--- src/rtl/bdsc_cfg.svh ---
// Bit positions, reset values and widths of the background debug status/control block
`ifndef BDSC_CFG_SVH
`define BDSC_CFG_SVH

// Status/control byte layout
`define BDSC_CTL_W            8
`define BDSC_BIT_PERMIT       7
`define BDSC_BIT_ACTIVE       6
`define BDSC_BIT_BKPT_EN      5
`define BDSC_BIT_FORCE_TAG    4
`define BDSC_BIT_CLK_SEL      3
`define BDSC_BIT_WAIT_STOP    2
`define BDSC_BIT_WS_FAIL      1
`define BDSC_BIT_DV_FAIL      0

// Breakpoint match register width
`define BDSC_BKPT_W           16

// Reset values of writable control bits and the breakpoint match address
`define BDSC_RST_PERMIT       1'h0
`define BDSC_RST_BKPT_EN      1'h0
`define BDSC_RST_FORCE_TAG    1'h0
`define BDSC_RST_CLK_SEL      1'h0
`define BDSC_RST_BKPT_ADDR    16'h0000

// Data valid failure is tied off: no slow memory behind this controller
`define BDSC_DV_FAIL_VALUE    1'h0

`endif

--- src/rtl/bdsc_pkg.sv ---
// Types shared by the background debug status/control block
package bdsc_pkg;

    // Serial debug commands decoded by the link logic upstream
    typedef enum logic [2:0] {
        BDSC_CMD_READ_STATUS   = 3'h0,
        BDSC_CMD_WRITE_CONTROL = 3'h1,
        BDSC_CMD_BREAKPOINT_READ_COMMAND     = 3'h2,
        BDSC_CMD_BREAKPOINT_WRITE_COMMAND    = 3'h3,
        BDSC_CMD_BACKGROUND    = 3'h4,
        BDSC_CMD_GO            = 3'h5,
        BDSC_CMD_MEM_ACCESS    = 3'h6
    } bdsc_cmd_t;

    // Processor mode as seen by the debug controller
    typedef enum logic [2:0] {
        BDSC_ST_RUN       = 3'b001,
        BDSC_ST_WAITSTOP  = 3'b010,
        BDSC_ST_ACTIVE    = 3'b100
    } bdsc_state_t;

endpackage : bdsc_pkg

--- src/rtl/bdsc_ctrl.sv ---
// Background debug status/control register, mode tracking and breakpoint request logic
//
// Notes on behaviour
// - Eight-bit status and control byte held here
// - One sixteen-bit breakpoint address, compared to bus
// - Registers reached only by serial debug commands
// - Permit bit write ignored while background active
// - Active, wait/stop, failure bits are read-only
// - Clock select writable at any time outside wait/stop
// - Permit gates entry; reset or a control write clears it
// - Active status one while awaiting serial commands
// - Breakpoint disabled ignores select and address
// - Force match enters background at instruction boundary
// - Tag match enters background only when executed
// - Clock select resets to alternate source
// - Wait/stop status shows low-power or forced exit
// - In wait/stop only background and status read commands complete
// - Background command pulls processor out of wait/stop
// - Failure bit set when access meets wait/stop
// - Data valid failure bit unused, reads zero
// - Breakpoint register via dedicated read/write commands
// - Breakpoint without permit raises software interrupt
`timescale 1ns/100ps
`include "bdsc_cfg.svh"

module bdsc_ctrl (
    input  wire logic                      clock,
    input  wire logic                      resetn,
    // Serial command port, one command per strobe
    input  wire logic                      cmd_valid,
    input  wire logic [2:0]                cmd_code,
    input  wire logic [`BDSC_BKPT_W-1:0]   cmd_wdata,
    output logic                           rsp_valid_r,
    output logic                           rsp_refused_r,
    output logic      [`BDSC_BKPT_W-1:0]   rsp_rdata_r,
    // Processor side
    input  wire logic [`BDSC_BKPT_W-1:0]   cpu_addr,
    input  wire logic                      cpu_addr_valid,
    input  wire logic                      cpu_opcode_fetch,
    input  wire logic                      cpu_instr_boundary,
    input  wire logic                      cpu_tag_exec,
    input  wire logic                      cpu_wait_stop,
    input  wire logic                      cpu_mem_fail_ws,
    output logic                           bdm_active_r,
    output logic                           tag_mark_r,
    output logic                           swi_req_r,
    output logic                           wake_req_r,
    output logic                           comm_clock_select_r
);

    // Control bits and status flops
    logic                      background_permit_r;
    logic                      breakpoint_enable_r;
    logic                      force_tag_select_r;
    logic                      wait_stop_status_r;
    logic                      wait_stop_failure_r;
    logic                      ws_forced_r;
    logic                      force_pend_r;
    bdsc_pkg::bdsc_state_t     state_r;
    bdsc_pkg::bdsc_state_t     state_nxt;

    // Breakpoint comparator results
    logic [`BDSC_BKPT_W-1:0]   match_addr;
    logic                      bkpt_hit;

    // Command decode
    wire logic                 in_active;
    wire logic                 in_waitstop;
    wire logic                 cmd_is_rd_status;
    wire logic                 cmd_is_wr_ctrl;
    wire logic                 cmd_is_rd_bkpt;
    wire logic                 cmd_is_wr_bkpt;
    wire logic                 cmd_is_bgnd;
    wire logic                 cmd_is_go;
    wire logic                 cmd_is_mem;
    wire logic                 cmd_refused;
    wire logic                 cmd_accepted;
    wire logic                 wr_ctrl_go;
    wire logic                 wr_bkpt_go;
    wire logic                 bgnd_go;
    wire logic                 go_go;
    wire logic                 force_hit;
    wire logic                 tag_hit;
    wire logic                 force_fire;
    wire logic                 break_req;
    wire logic                 break_enter;
    wire logic                 break_swi;
    wire logic                 wsf_set;
    wire logic                 wsf_clr;
    wire logic                 ws_exit;
    wire logic [`BDSC_CTL_W-1:0] status_byte;
    wire logic [`BDSC_BKPT_W-1:0] rsp_data_nxt;

    assign in_active   = (state_r == bdsc_pkg::BDSC_ST_ACTIVE);
    assign in_waitstop = (state_r == bdsc_pkg::BDSC_ST_WAITSTOP);

    // Only the serial command port reaches the registers; no processor bus path exists
    assign cmd_is_rd_status = cmd_valid & (cmd_code == bdsc_pkg::BDSC_CMD_READ_STATUS);
    assign cmd_is_wr_ctrl   = cmd_valid & (cmd_code == bdsc_pkg::BDSC_CMD_WRITE_CONTROL);
    assign cmd_is_rd_bkpt   = cmd_valid & (cmd_code == bdsc_pkg::BDSC_CMD_BREAKPOINT_READ_COMMAND);
    assign cmd_is_wr_bkpt   = cmd_valid & (cmd_code == bdsc_pkg::BDSC_CMD_BREAKPOINT_WRITE_COMMAND);
    assign cmd_is_bgnd      = cmd_valid & (cmd_code == bdsc_pkg::BDSC_CMD_BACKGROUND);
    assign cmd_is_go        = cmd_valid & (cmd_code == bdsc_pkg::BDSC_CMD_GO);
    assign cmd_is_mem       = cmd_valid & (cmd_code == bdsc_pkg::BDSC_CMD_MEM_ACCESS);

    // In wait/stop only background and status reads complete; the rest are refused
    // Status stays readable so the host can see why it is being refused
    assign cmd_refused  = cmd_valid & in_waitstop & ~cmd_is_bgnd & ~cmd_is_rd_status;
    assign cmd_accepted = cmd_valid & ~cmd_refused;

    assign wr_ctrl_go = cmd_is_wr_ctrl & ~cmd_refused;
    assign wr_bkpt_go = cmd_is_wr_bkpt & ~cmd_refused;
    // Background needs the permit bit; without it the command is answered but has no effect
    assign bgnd_go    = cmd_is_bgnd & background_permit_r & ~in_active;
    assign go_go      = cmd_is_go & in_active;

    // Background taken while asleep wakes the processor and marks the status
    assign ws_exit    = bgnd_go & in_waitstop;

    // Breakpoint kinds; the comparator already folds in the enable bit
    assign force_hit = bkpt_hit & force_tag_select_r;
    assign tag_hit   = bkpt_hit & ~force_tag_select_r & cpu_opcode_fetch;

    // A pending force request fires at the next instruction boundary
    assign force_fire = force_pend_r & cpu_instr_boundary;
    // A tagged opcode only counts if the processor really executes it
    assign break_req  = (force_fire | cpu_tag_exec) & ~in_active;
    assign break_enter = break_req & background_permit_r;
    assign break_swi   = break_req & ~background_permit_r;

    // Failure flag: set wins over the clear given by a clean access in the same cycle
    assign wsf_set = cpu_mem_fail_ws;
    assign wsf_clr = cmd_is_mem & ~cmd_refused;

    // Read-back byte; data valid failure is tied to zero
    assign status_byte = {background_permit_r,
                          in_active,
                          breakpoint_enable_r,
                          force_tag_select_r,
                          comm_clock_select_r,
                          wait_stop_status_r,
                          wait_stop_failure_r,
                          `BDSC_DV_FAIL_VALUE};

    // Reply data: status in the low byte, breakpoint address as a whole word
    assign rsp_data_nxt = cmd_is_rd_status ? {8'h00, status_byte} :
                          cmd_is_rd_bkpt   ? match_addr :
                                             16'h0000;

    // Mode tracking: run, low-power and background active
    // Breaks are not taken in wait/stop: no instruction boundary arrives there
    always_comb begin
        state_nxt = state_r;
        case (state_r)
            bdsc_pkg::BDSC_ST_RUN: begin
                if (break_enter) begin
                    state_nxt = bdsc_pkg::BDSC_ST_ACTIVE;
                end else if (cmd_is_bgnd && background_permit_r) begin
                    state_nxt = bdsc_pkg::BDSC_ST_ACTIVE;
                end else if (cpu_wait_stop) begin
                    state_nxt = bdsc_pkg::BDSC_ST_WAITSTOP;
                end
            end
            bdsc_pkg::BDSC_ST_WAITSTOP: begin
                if (bgnd_go) begin
                    state_nxt = bdsc_pkg::BDSC_ST_ACTIVE;
                end else if (!cpu_wait_stop) begin
                    state_nxt = bdsc_pkg::BDSC_ST_RUN;
                end
            end
            bdsc_pkg::BDSC_ST_ACTIVE: begin
                if (go_go) begin
                    state_nxt = bdsc_pkg::BDSC_ST_RUN;
                end
            end
            default: begin
                state_nxt = bdsc_pkg::BDSC_ST_RUN;
            end
        endcase
    end

    // State register; active status output mirrors the active state
    // Taking the output from the next state keeps it in step with state_r
    always_ff @(posedge clock or negedge resetn) begin
        if (!resetn) begin
            state_r      <= bdsc_pkg::BDSC_ST_RUN;
            bdm_active_r <= 1'h0;
        end else begin
            state_r      <= state_nxt;
            bdm_active_r <= (state_nxt == bdsc_pkg::BDSC_ST_ACTIVE);
        end
    end

    // Permit bit: written only outside active mode, cleared by reset or a control write
    always_ff @(posedge clock or negedge resetn) begin
        if (!resetn) begin
            background_permit_r <= `BDSC_RST_PERMIT;
        end else if (wr_ctrl_go && !in_active) begin
            background_permit_r <= cmd_wdata[`BDSC_BIT_PERMIT];
        end
    end

    // Breakpoint configuration and clock select bits; status bit positions in the write are dropped
    always_ff @(posedge clock or negedge resetn) begin
        if (!resetn) begin
            breakpoint_enable_r <= `BDSC_RST_BKPT_EN;
            force_tag_select_r  <= `BDSC_RST_FORCE_TAG;
            comm_clock_select_r <= `BDSC_RST_CLK_SEL;
        end else if (wr_ctrl_go) begin
            breakpoint_enable_r <= cmd_wdata[`BDSC_BIT_BKPT_EN];
            force_tag_select_r  <= cmd_wdata[`BDSC_BIT_FORCE_TAG];
            comm_clock_select_r <= cmd_wdata[`BDSC_BIT_CLK_SEL];
        end
    end

    // Wait/stop status: live low-power level, or held after a forced exit
    // The held part lasts for the whole background session, so the host can
    // tell later that the user program had been sleeping
    always_ff @(posedge clock or negedge resetn) begin
        if (!resetn) begin
            ws_forced_r        <= 1'h0;
            wait_stop_status_r <= 1'h0;
        end else begin
            if (ws_exit) begin
                ws_forced_r <= 1'h1;
            end else if (go_go) begin
                ws_forced_r <= 1'h0;
            end
            wait_stop_status_r <= cpu_wait_stop | (ws_forced_r & ~go_go)
                                  | ws_exit;
        end
    end

    // Failure flag: only hardware sets it; writes to the control byte never touch it
    always_ff @(posedge clock or negedge resetn) begin
        if (!resetn) begin
            wait_stop_failure_r <= 1'h0;
        end else if (wsf_set) begin
            wait_stop_failure_r <= 1'h1;
        end else if (wsf_clr) begin
            wait_stop_failure_r <= 1'h0;
        end
    end

    // Force requests wait here until the current instruction completes
    // Disabling the breakpoint drops a pending force so a stale match never fires
    always_ff @(posedge clock or negedge resetn) begin
        if (!resetn) begin
            force_pend_r <= 1'h0;
        end else if (force_hit && !in_active) begin
            force_pend_r <= 1'h1;
        end else if (force_fire || in_active || !breakpoint_enable_r) begin
            force_pend_r <= 1'h0;
        end
    end

    // Processor-facing pulses: tag mark, software interrupt, wake-up
    // Each pulse stands one cycle; the processor must take it on the next edge
    always_ff @(posedge clock or negedge resetn) begin
        if (!resetn) begin
            tag_mark_r <= 1'h0;
            swi_req_r  <= 1'h0;
            wake_req_r <= 1'h0;
        end else begin
            tag_mark_r <= tag_hit & ~in_active;
            swi_req_r  <= break_swi;
            wake_req_r <= ws_exit;
        end
    end

    // Command answers: one pulse per command, one cycle after the strobe
    // Refused and write commands answer zero, so old read data never leaks
    always_ff @(posedge clock or negedge resetn) begin
        if (!resetn) begin
            rsp_valid_r   <= 1'h0;
            rsp_refused_r <= 1'h0;
            rsp_rdata_r   <= 16'h0000;
        end else begin
            rsp_valid_r   <= cmd_valid;
            rsp_refused_r <= cmd_refused;
            rsp_rdata_r   <= cmd_accepted ? rsp_data_nxt : 16'h0000;
        end
    end

    // Match address and comparator; disabled breakpoint ignores the address
    // The comparator adds one cycle, so force and tag logic see a hit late
    bdsc_bkpt_match u_bkpt (
        .clock          (clock),
        .resetn         (resetn),
        .wr_en          (wr_bkpt_go),
        .wr_addr        (cmd_wdata),
        .cmp_en         (breakpoint_enable_r),
        .cpu_addr       (cpu_addr),
        .cpu_addr_valid (cpu_addr_valid),
        .match_addr_r   (match_addr),
        .hit_r          (bkpt_hit)
    );

endmodule : bdsc_ctrl

--- src/rtl/bdsc_bkpt_match.sv ---
// Breakpoint match address holder and address comparator
`timescale 1ns/100ps
`include "bdsc_cfg.svh"

module bdsc_bkpt_match (
    input  wire logic                      clock,
    input  wire logic                      resetn,
    input  wire logic                      wr_en,
    input  wire logic [`BDSC_BKPT_W-1:0]   wr_addr,
    input  wire logic                      cmp_en,
    input  wire logic [`BDSC_BKPT_W-1:0]   cpu_addr,
    input  wire logic                      cpu_addr_valid,
    output logic      [`BDSC_BKPT_W-1:0]   match_addr_r,
    output logic                           hit_r
);

    logic hit_nxt;

    // Compare only when enabled; a disabled breakpoint never reports a hit
    assign hit_nxt = cmp_en & cpu_addr_valid & (cpu_addr == match_addr_r);

    // Match register is written only by the breakpoint write command
    always_ff @(posedge clock or negedge resetn) begin
        if (!resetn) begin
            match_addr_r <= `BDSC_RST_BKPT_ADDR;
            hit_r        <= 1'h0;
        end else begin
            if (wr_en) begin
                match_addr_r <= wr_addr;
            end
            hit_r <= hit_nxt;
        end
    end

endmodule : bdsc_bkpt_match

--- config.mk ---
export PLATFORM = sky130hd
export DESIGN_NAME = bdsc_ctrl
export DESIGN_NICKNAME = d
export VERILOG_FILES = /design/src/rtl/bdsc_pkg.sv /design/src/rtl/bdsc_ctrl.sv /design/src/rtl/bdsc_bkpt_match.sv
export VERILOG_INCLUDE_DIRS = /design/src /design/src/rtl
export SDC_FILE = /design/constraint.sdc
export NUM_CORES = 1
export LEC_CHECK = 0
export ABC_CLOCK_PERIOD_IN_PS = 1800
export BUFFER_PORTS_ARGS = -buffer_cell sky130_fd_sc_hd__buf_2
export CAP_MARGIN = 0
export CORE_UTILIZATION = 50
export DETAILED_ROUTE_END_ITERATION = 6
export PLACE_DENSITY_LB_ADDON = 0.15
export SLEW_MARGIN = 40
export SYNTH_ARGS = -nofsm -noshare
export SYNTH_HDL_FRONTEND = slang
export SYNTH_SLANG_ARGS = --single-unit
--- constraint.sdc ---
create_clock -name clock -period 1.8 [get_ports clock]
set_clock_uncertainty 0.05 [all_clocks]
set_input_delay 0.09 -clock clock [delete_from_list [all_inputs] [get_ports clock]]
set_output_delay 0.09 -clock clock [all_outputs]
set_load 0.02 [all_outputs]
==> results of run 1 <==
cell usage after synthesis (all sizes together):
master	number
a22o	1
o211ai	2
nand4	5
o21ai	3
nand3	3
nor4	2
and3	1
nor3	5
or2	1
a22oi	7
or4	1
nor2	15
a21o	1
nor2b	2
nand2b	3
a211o	1
dfrtp	49
mux2	20
dfstp	1
and4b	1
nand2	4
and2	10
or2b	1
buf	2
nor3b	4
or3b	1
a21boi	1
xor2	3
a21oi	3
xnor2	13
layout make-up:
cell class,instances,share of cell area
flip-flops and latches,50,0.426
multi-input cells,114,0.312
repair buffers,95,0.209
clock buffers,6,0.0281
well taps,50,0.0213
clock inverters,2,0.00426
logic make-up after synthesis:
logic type / share of synthesized area
mux: 0.120
xor+xnor: 0.0641
compound gates: 0.0647
buf+inv: 0.0120
flops: 0.573
simple gates: 0.166
routing by layer:
layer,vias up,routed length [um]
met5,-,0
met3,4,209
met2,53,1970
met4,0,24
li1,794,-
met1,752,2160
stage by stage:
stage / setup WS (ns) / power [W] / instance area (um2) / std cells
final: 0.162 / 0.00294 / 2940 / 317
after global routing: 0.0209 / 0.00312 / 2940 / 317
after global placement: 0.0898 / 0.00224 / 2630 / 288
after detailed placement: 0.0502 / 0.00226 / 2630 / 288
after floorplan: 0.120 / 0.00200 / 2190 / 166
after CTS: 0.0330 / 0.00296 / 2930 / 317
worst max-delay path, cell delays in order, from the launching register on:
cell	delay, ns
dfrtp_1	0.43
xnor2_1	0.16
nand4_1	0.13
or4_1	0.56
nor4_1	0.22
worst paths after layout:
| path | endpoint | from | cells after the start |
|---|---|---|---|
| setup reg to reg | u_bkpt.hit_r | u_bkpt.match_addr_r[13] | 4 |
| setup / recovery | u_bkpt.hit_r | u_bkpt.match_addr_r[13] | 4 |
| hold reg to reg | tag_mark_r | force_tag_select_r | 1 |
| hold / removal | swi_req_r | cpu_tag_exec | 3 |
| max in group asynchronous | rsp_refused_r | resetn | 3 |
| min in group asynchronous | rsp_rdata_r[12] | resetn | 2 |
power by group through the flow:
stage	Sequential, W	Clock [W]	Combinational (W)
floorplan	0.00154	0	0.000463
global placement	0.00154	0	0.000704
detailed placement	0.00154	0	0.000715
CTS	0.00152	0.000689	0.000751
global route	0.00155	0.000746	0.000826
finish	0.00152	0.000664	0.000751
what timing repair did:
action | CTS | global route
hold buffers | 21 | 0
endpoints found under the hold margin | 44 | 0
setup endpoints to repair | 0 | 13
gates resized for setup | 0 | 2
==> flow_metrics.py, run 1 <==
metrics = {
    "outcome": {
        "status": "completed",
    },
    "yosys": {
        "ys_ff_latch": 50,
        "netlist_area_um2": 2190,
        "syn-num-nets": 210,
        "synth_top_area_frac": 0.561,
        "yosys-top-cells-area": "dfrtp_1 56%, mux2_4 6.9%, xnor2_1 5.2%",
        "syn_inst": 166,
        "yosys.area.top_type": "dfrtp_1",
        "yosysSeqAreaShare": 0.573,
        "ys_types": 38,
        "ys_warn_count": 0,
        "avgSynthCellArea_um2": 13.2,
    },
    "finish": {
        "drive_above_1_share": 0.419,
        "finalNetCount": 310,
        "final_cell_mix": "66 x buf_2, 49 x dfrtp_1, 21 x dlygate4sd3_1",
        "fin_util": 0.719,
        "seqCellArea_um2": 1250,
        "area_delta_synth_final_pct": 34.5,
        "fillCellCount": 302,
        "multiInputGateArea_um2": 916,
        "num_antenna_cells": 0,
        "mostFrequentLayoutCell": "buf_2",
        "top_regs": "rsp_rdata_r: 16 flops, u_bkpt.match_addr_r: 16 flops, state_r: 3 flops",
    },
    "routing": {
        "vias": 1603,
        "avgViaCountPerCell": 5.06,
        "routed_wl_um": 4360,
        "drt_iter0_markers": 89,
        "route.detailed.drc": 0,
        "wl_per_cell_um": 13.8,
        "drtPass1Iterations": 4,
        "ant_nets": 0,
    },
    "clocking": {
        "htree_num_levels": 2,
        "post-cts-setup-buffers": 0,
        "cts_buffer_depth": 2,
        "clk_latency_ns": 0.29,
        "cts_sinks": 50,
        "cts_tree": "built",
        "numCtsBuffers": 5,
        "path_clk_slew_ns": 0.09,
        "cts_root_buf": "clkbuf_8",
    },
    "min_path": {
        "min_path_type": "in -> reg",
    },
    "timing": {
        "fin_hold_ws_ns": 0.0414,
        "finalSetupViolations": 0,
        "slew_headroom": 0.661,
        "max_freq_mhz": 611,
        "rsz0062_at_grt": "false",
        "hold_violations": 0,
        "tns_ns": 0,
        "drv_slew": 0,
        "tightest_slew_ns": 0.509,
        "min_period_ns": 1.64,
        "finalCritPeriodShare": 0.910,
    },
    "setup_path": {
        "worstSetupPathType": "reg -> reg",
        "end_kind": "flip-flop",
        "crit_required_ns": 1.94,
        "cp_max_fo": 3,
        "critPathLaunchType": "flip-flop",
        "reg2reg_slack_ns": 0.16,
        "cp.arrival_ns": 1.78,
    },
    "global_route": {
        "grt-busiest-layer": "met2",
        "grt_pass1_vias": 1529,
        "grt_first_pass_wirelength_um": 7100,
        "grtUsageMet3": 0.0483,
        "gr-usage-met1": 0.300,
        "antenna_found_initial": 0,
        "grtUsageMet2": 0.326,
        "overflow": 0,
        "grt_max_degree": 25,
        "grt_usage": 0.212,
    },
    "die": {
        "die_h_um": 68.1,
        "io_pins": 67,
        "die_w_um": 68.1,
        "coreArea_um2": 4090,
        "rows": 23,
        "die_area_um2": 4640,
        "initial_utilization": 0.535,
    },
    "pwr": {
        "seqPwrFrac": 0.518,
        "power.density_nw_per_um2": 999,
        "leakage_nw": 1.41,
        "p_clk_frac": 0.226,
        "p_int_w": 0.00209,
        "power.switching_w": 0.000848,
        "ir_worst_vdd_mv": 0.483,
        "comb_power_share": 0.256,
        "p_sw_frac": 0.289,
    },
    "placed_design": {
        "globalplace.congestion": 0.756,
        "placement.io_buffers": 66,
        "dp_hpwl_um": 3190,
    },
    "run": {
        "drv_cap": 0,
    },
}
No activity file was read; power rests on OpenSTA's default activity.
==> run 2: changes to the inputs <==
--- a/config.mk
+++ b/config.mk
@@ -9,7 +9,7 @@
 export ABC_CLOCK_PERIOD_IN_PS = 1800
 export BUFFER_PORTS_ARGS = -buffer_cell sky130_fd_sc_hd__buf_2
 export CAP_MARGIN = 0
-export CORE_UTILIZATION = 50
+export CORE_UTILIZATION = 46
 export DETAILED_ROUTE_END_ITERATION = 6
 export PLACE_DENSITY_LB_ADDON = 0.15
 export SLEW_MARGIN = 40
==> constraint.sdc (replaced) <==
create_clock -name clock -period 1.8 [get_ports clock]
set_clock_uncertainty 0.05 [all_clocks]
set_input_delay 0.36 -clock clock [delete_from_list [all_inputs] [get_ports clock]]
set_output_delay 0.36 -clock clock [all_outputs]
set_load 0.02 [all_outputs]
==> flow_metrics.py, run 2 (synthesized netlist as in run 1, its figures left out) <==
metrics = {
    "outcome": {
        "status": "completed",
    },
    "setup_path": {
        "crit_chain": "or3b_4 -> nand3_4 -> nor2_4 -> buf_12 -> mux2_4",
        "worstSetupPathType": "reg -> reg",
        "end_kind": "flip-flop",
        "cp.arrival_ns": 1.81,
        "crit_required_ns": 1.93,
        "path_delay_family": "simple AND/OR/NAND/NOR gates",
        "cp_num_buf_inv": 1,
        "cp_slowest_stage_delay_ns": 0.44,
        "cp_max_fo": 16,
        "critPathLaunchType": "flip-flop",
        "cpMaxStageDelayCell": "dfrtp_1",
    },
    "clocking": {
        "cts_sinks": 50,
        "clk_latency_ns": 0.30,
        "htree_num_levels": 2,
        "cts_root_buf": "clkbuf_8",
        "numCtsBuffers": 5,
        "post-cts-setup-buffers": 0,
        "cts_buffer_depth": 2,
        "path_clk_slew_ns": 0.08,
        "cts_tree": "built",
    },
    "finish": {
        "mostFrequentLayoutCell": "buf_2",
        "fin_util": 0.616,
        "postLayoutCellArea_um2": 2760,
        "final_cell_mix": "66 x buf_2, 49 x dfrtp_1, 14 x nor2_1",
        "num_antenna_cells": 0,
        "finalNetCount": 291,
        "top_regs": "rsp_rdata_r: 16 flops, u_bkpt.match_addr_r: 16 flops, state_r: 3 flops",
        "area_delta_synth_final_pct": 26.2,
        "drive_above_1_share": 0.452,
    },
    "global_route": {
        "grt_max_degree": 24,
        "overflow": 0,
        "grt_usage": 0.189,
        "grt_pass1_vias": 1446,
        "grt_first_pass_wirelength_um": 7160,
        "antenna_found_initial": 0,
    },
    "routing": {
        "vias": 1525,
        "ant_nets": 0,
        "drtPass1Iterations": 6,
        "routed_wl_um": 4450,
        "avgViaCountPerCell": 5.08,
        "drt_iter0_markers": 72,
        "route.detailed.drc": 0,
        "wl_per_cell_um": 14.8,
    },
    "timing": {
        "tns_ns": 0,
        "hold_violations": 0,
        "finalCritPeriodShare": 0.929,
        "rsz0062_at_grt": "false",
        "min_period_ns": 1.67,
        "drv_slew": 0,
        "max_freq_mhz": 598,
        "finalSetupViolations": 0,
        "tightest_slew_ns": 0.541,
        "slew_headroom": 0.638,
    },
    "placed_design": {
        "placed_area_um2": 2650,
        "placement.io_buffers": 66,
        "dp_hpwl_um": 3380,
        "globalplace.congestion": 0.787,
    },
    "die": {
        "rows": 24,
        "die_area_um2": 5030,
        "coreArea_um2": 4470,
        "die_h_um": 70.9,
        "initial_utilization": 0.489,
        "die_w_um": 70.9,
        "io_pins": 67,
    },
    "run": {
        "drv_cap": 0,
    },
    "pwr": {
        "leakage_nw": 1.34,
        "power.density_nw_per_um2": 1050,
        "ir_worst_vdd_mv": 0.551,
    },
    "min_path": {
        "min_path_type": "in -> reg",
    },
}
run 2: cell types whose count changed in the layout (fill, tap and decap cells not counted):
cell,delta
buf_12,+1
clkinvlp_4,-1
clkbuf_1,+1
dlygate4sd3_1,-20
run 2: area by class of cell:
type,instances,area (um2)
clock buffer,7,86.3
clock inverter,1,5.00
fill,376,1720
multi-input combinational,114,916
sequential,50,1250
tap,52,65.1
timing repair buffer,76,433
run 2: worst paths after layout:
| path | end | slack (ns) | from | cells after the start |
|---|---|---|---|---|
| worst max-delay path | u_bkpt.match_addr_r[12] | 0.13 | state_r[2] | 5 |
| worst min-delay path | wait_stop_failure_r | 0.18 | cpu_mem_fail_ws | 2 |
| worst max register to register | u_bkpt.match_addr_r[12] | 0.13 | state_r[2] | 5 |
| worst min register to register | tag_mark_r | 0.45 | force_tag_select_r | 1 |
| max in group asynchronous | u_bkpt.hit_r | 0.66 | resetn | 3 |
| min in group asynchronous | rsp_rdata_r[5] | 0.51 | resetn | 2 |
run 2: worst reg2reg max path: stages (launching register included):
cell and delay, ns:
dfrtp_1 0.44, or3b_4 0.45, nand3_4 0.12, nor2_4 0.04
buf_12 0.15, mux2_4 0.31
run 2: stage by stage:
step	instances	setup slack (ns)	total power [W]	hold slack (ns)
after floorplan	166	0.120	0.00200	0.0144
after global placement	291	0.124	0.00225	0.308
after detailed placement	291	0.0700	0.00227	0.320
after CTS	300	0.0368	0.00293	0.175
after global routing	300	0.0368	0.00307	0.188
final	300	0.128	0.00290	0.185
run 2: routing by layer:
layer | vias to the layer above | GRT usage | part of all wire
li1 | 746 | - | -
met1 | 722 | 0.262 | 0.47
met2 | 52 | 0.297 | 0.47
met3 | 5 | 0.0385 | 0.051
met4 | 0 | 0.0733 | 0.013
met5 | - | 0 | 0
run 2: timing repair:
action	4_1_cts	5_1_grt
hold buffers	1	0
endpoints found under the hold margin	18	0
endpoints found under the setup margin	0	11
resized for setup	0	2
run 2: power by group:
group	total, W	internal (W)	switching, W
clock	0.000656	0.000310	0.000346
sequential	0.00153	0.00134	0.000194
combinational	0.000714	0.000412	0.000302
total	0.00290	0.00206	0.000842
==> run 3: changes to the inputs <==
--- a/config.mk
+++ b/config.mk
@@ -11,6 +11,7 @@
 export CAP_MARGIN = 0
 export CORE_UTILIZATION = 46
 export DETAILED_ROUTE_END_ITERATION = 6
+export MAX_ROUTING_LAYER = met4
 export PLACE_DENSITY_LB_ADDON = 0.15
 export SLEW_MARGIN = 40
 export SYNTH_ARGS = -nofsm -noshare
==> flow_metrics.py, run 3 (synthesized netlist as in run 1, its figures left out) <==
metrics = {
    "min_path": {
        "min_path_type": "in -> reg",
        "hp-start": "cpu_mem_fail_ws",
        "hold_end": "wait_stop_failure_r",
        "hold_depth": 2,
    },
    "finish": {
        "area_delta_synth_final_pct": 26.2,
        "fin_util": 0.616,
        "postLayoutCellArea_um2": 2760,
        "top_regs": "rsp_rdata_r: 16 flops, u_bkpt.match_addr_r: 16 flops, state_r: 3 flops",
        "final_cell_mix": "66 x buf_2, 49 x dfrtp_1, 14 x nor2_1",
        "finalNetCount": 291,
        "num_antenna_cells": 0,
        "drive_above_1_share": 0.452,
        "mostFrequentLayoutCell": "buf_2",
    },
    "clocking": {
        "cts_root_buf": "clkbuf_8",
        "path_clk_slew_ns": 0.08,
        "htree_num_levels": 2,
        "cts_tree": "built",
        "cts_buffer_depth": 2,
        "clk_latency_ns": 0.30,
        "numCtsBuffers": 5,
        "cts_sinks": 50,
        "post-cts-setup-buffers": 0,
    },
    "timing": {
        "finalCritPeriodShare": 0.929,
        "min_period_ns": 1.67,
        "finalSetupViolations": 0,
        "tightest_slew_ns": 0.530,
        "tns_ns": 0,
        "rsz0062_at_grt": "false",
        "hold_violations": 0,
        "slew_headroom": 0.645,
        "max_freq_mhz": 598,
        "fin_ws_ns": 0.127,
        "drv_slew": 0,
    },
    "die": {
        "coreArea_um2": 4470,
        "initial_utilization": 0.489,
        "io_pins": 67,
        "die_w_um": 70.9,
        "die_h_um": 70.9,
        "die_area_um2": 5030,
        "rows": 24,
    },
    "pwr": {
        "leakage_nw": 1.34,
        "p_clk_frac": 0.226,
        "p_sw_frac": 0.290,
        "power.density_nw_per_um2": 1050,
        "seqPwrFrac": 0.528,
        "ir_worst_vdd_mv": 0.552,
        "p_int_w": 0.00206,
        "comb_power_share": 0.246,
        "power.switching_w": 0.000842,
    },
    "routing": {
        "ant_nets": 0,
        "drt_iter0_markers": 65,
        "wl_per_cell_um": 14.8,
        "drtPass1Iterations": 6,
        "routed_wl_um": 4450,
        "route.detailed.drc": 0,
        "vias": 1521,
        "avgViaCountPerCell": 5.07,
    },
    "global_route": {
        "gr-usage-met1": 0.264,
        "overflow": 0,
        "grt_max_degree": 24,
        "grtUsageMet3": 0.0370,
        "antenna_found_initial": 0,
        "grt_usage": 0.195,
        "grt-busiest-layer": "met2",
        "grt_first_pass_wirelength_um": 7150,
        "grt_pass1_vias": 1448,
        "grtUsageMet2": 0.296,
    },
    "setup_path": {
        "reg2reg_slack_ns": 0.13,
        "reg2reg_depth": 5,
        "timing.rr.start": "state_r[2]",
        "end_kind": "flip-flop",
        "cp.arrival_ns": 1.81,
        "crit_required_ns": 1.93,
        "worstSetupPathType": "reg -> reg",
        "reg2reg_to": "u_bkpt.match_addr_r[12]",
        "cp_max_fo": 16,
        "critPathLaunchType": "flip-flop",
    },
    "placed_design": {
        "placement.io_buffers": 66,
        "dp_hpwl_um": 3380,
        "globalplace.congestion": 0.798,
        "dp_slack_ns": 0.0700,
        "placed_area_um2": 2650,
    },
    "outcome": {
        "status": "completed",
    },
    "run": {
        "drv_cap": 0,
    },
}
-- run 3: worst max path at each step --
stage,startpoint,to,slack [ns],cells past startpoint
3_3_place_gp,state_r[2],u_bkpt.match_addr_r[8],0.12,5
4_1_cts,state_r[0],rsp_rdata_r[0],0.04,5
2_1_floorplan,state_r[0],u_bkpt.match_addr_r[10],0.12,6
5_1_grt,state_r[2],state_r[0],0.04,5
6_report,state_r[2],u_bkpt.match_addr_r[12],0.13,5
3_5_place_dp,state_r[0],rsp_rdata_r[0],0.07,5
-- run 3: through the flow --
step / total power [W] / hold slack (ns) / instances
after floorplan: 0.00200 / 0.0144 / 166
final: 0.00290 / 0.185 / 300
after detailed placement: 0.00227 / 0.320 / 291
after CTS: 0.00293 / 0.175 / 300
after global placement: 0.00225 / 0.308 / 291
after global routing: 0.00307 / 0.188 / 300
-- run 3: repair_timing --
item / CTS / global route
endpoints found under the setup margin: 0 / 11
hold endpoints to repair: 18 / 0
resized for setup: 0 / 2
hold buffers: 1 / 0
-- run 3: metal layers --
| metal | share of wire | routed length (um) |
|---|---|---|
| met2 | 0.47 | 2080 |
| met3 | 0.048 | 213 |
| met1 | 0.47 | 2100 |
| met4 | 0.013 | 58 |
| met5 | 0 | 0 |
-- run 3: power groups by stage --
stage                     combinational (W)  clock (W)  sequential [W]
after floorplan                    0.000463          0         0.00154
after global placement             0.000700          0         0.00155
after detailed placement           0.000711          0         0.00155
after CTS                          0.000715   0.000687         0.00153
after global routing               0.000784   0.000726         0.00156
final                              0.000714   0.000655         0.00153
-- run 3: cell type report --
type	instances	area [um2]
Clock buffer	7	86.3
Clock inverter	1	5.00
Fill cell	376	1720
Multi-Input combinational cell	114	916
Sequential cell	50	1250
Tap cell	52	65.1
Timing Repair Buffer	76	433
-- run 3: critical path, stage by stage (launching register included) --
cell and delay (ns):
dfrtp_1 0.44, or3b_4 0.44, nand3_4 0.12, nor2_4 0.04, buf_12 0.15, mux2_4 0.30
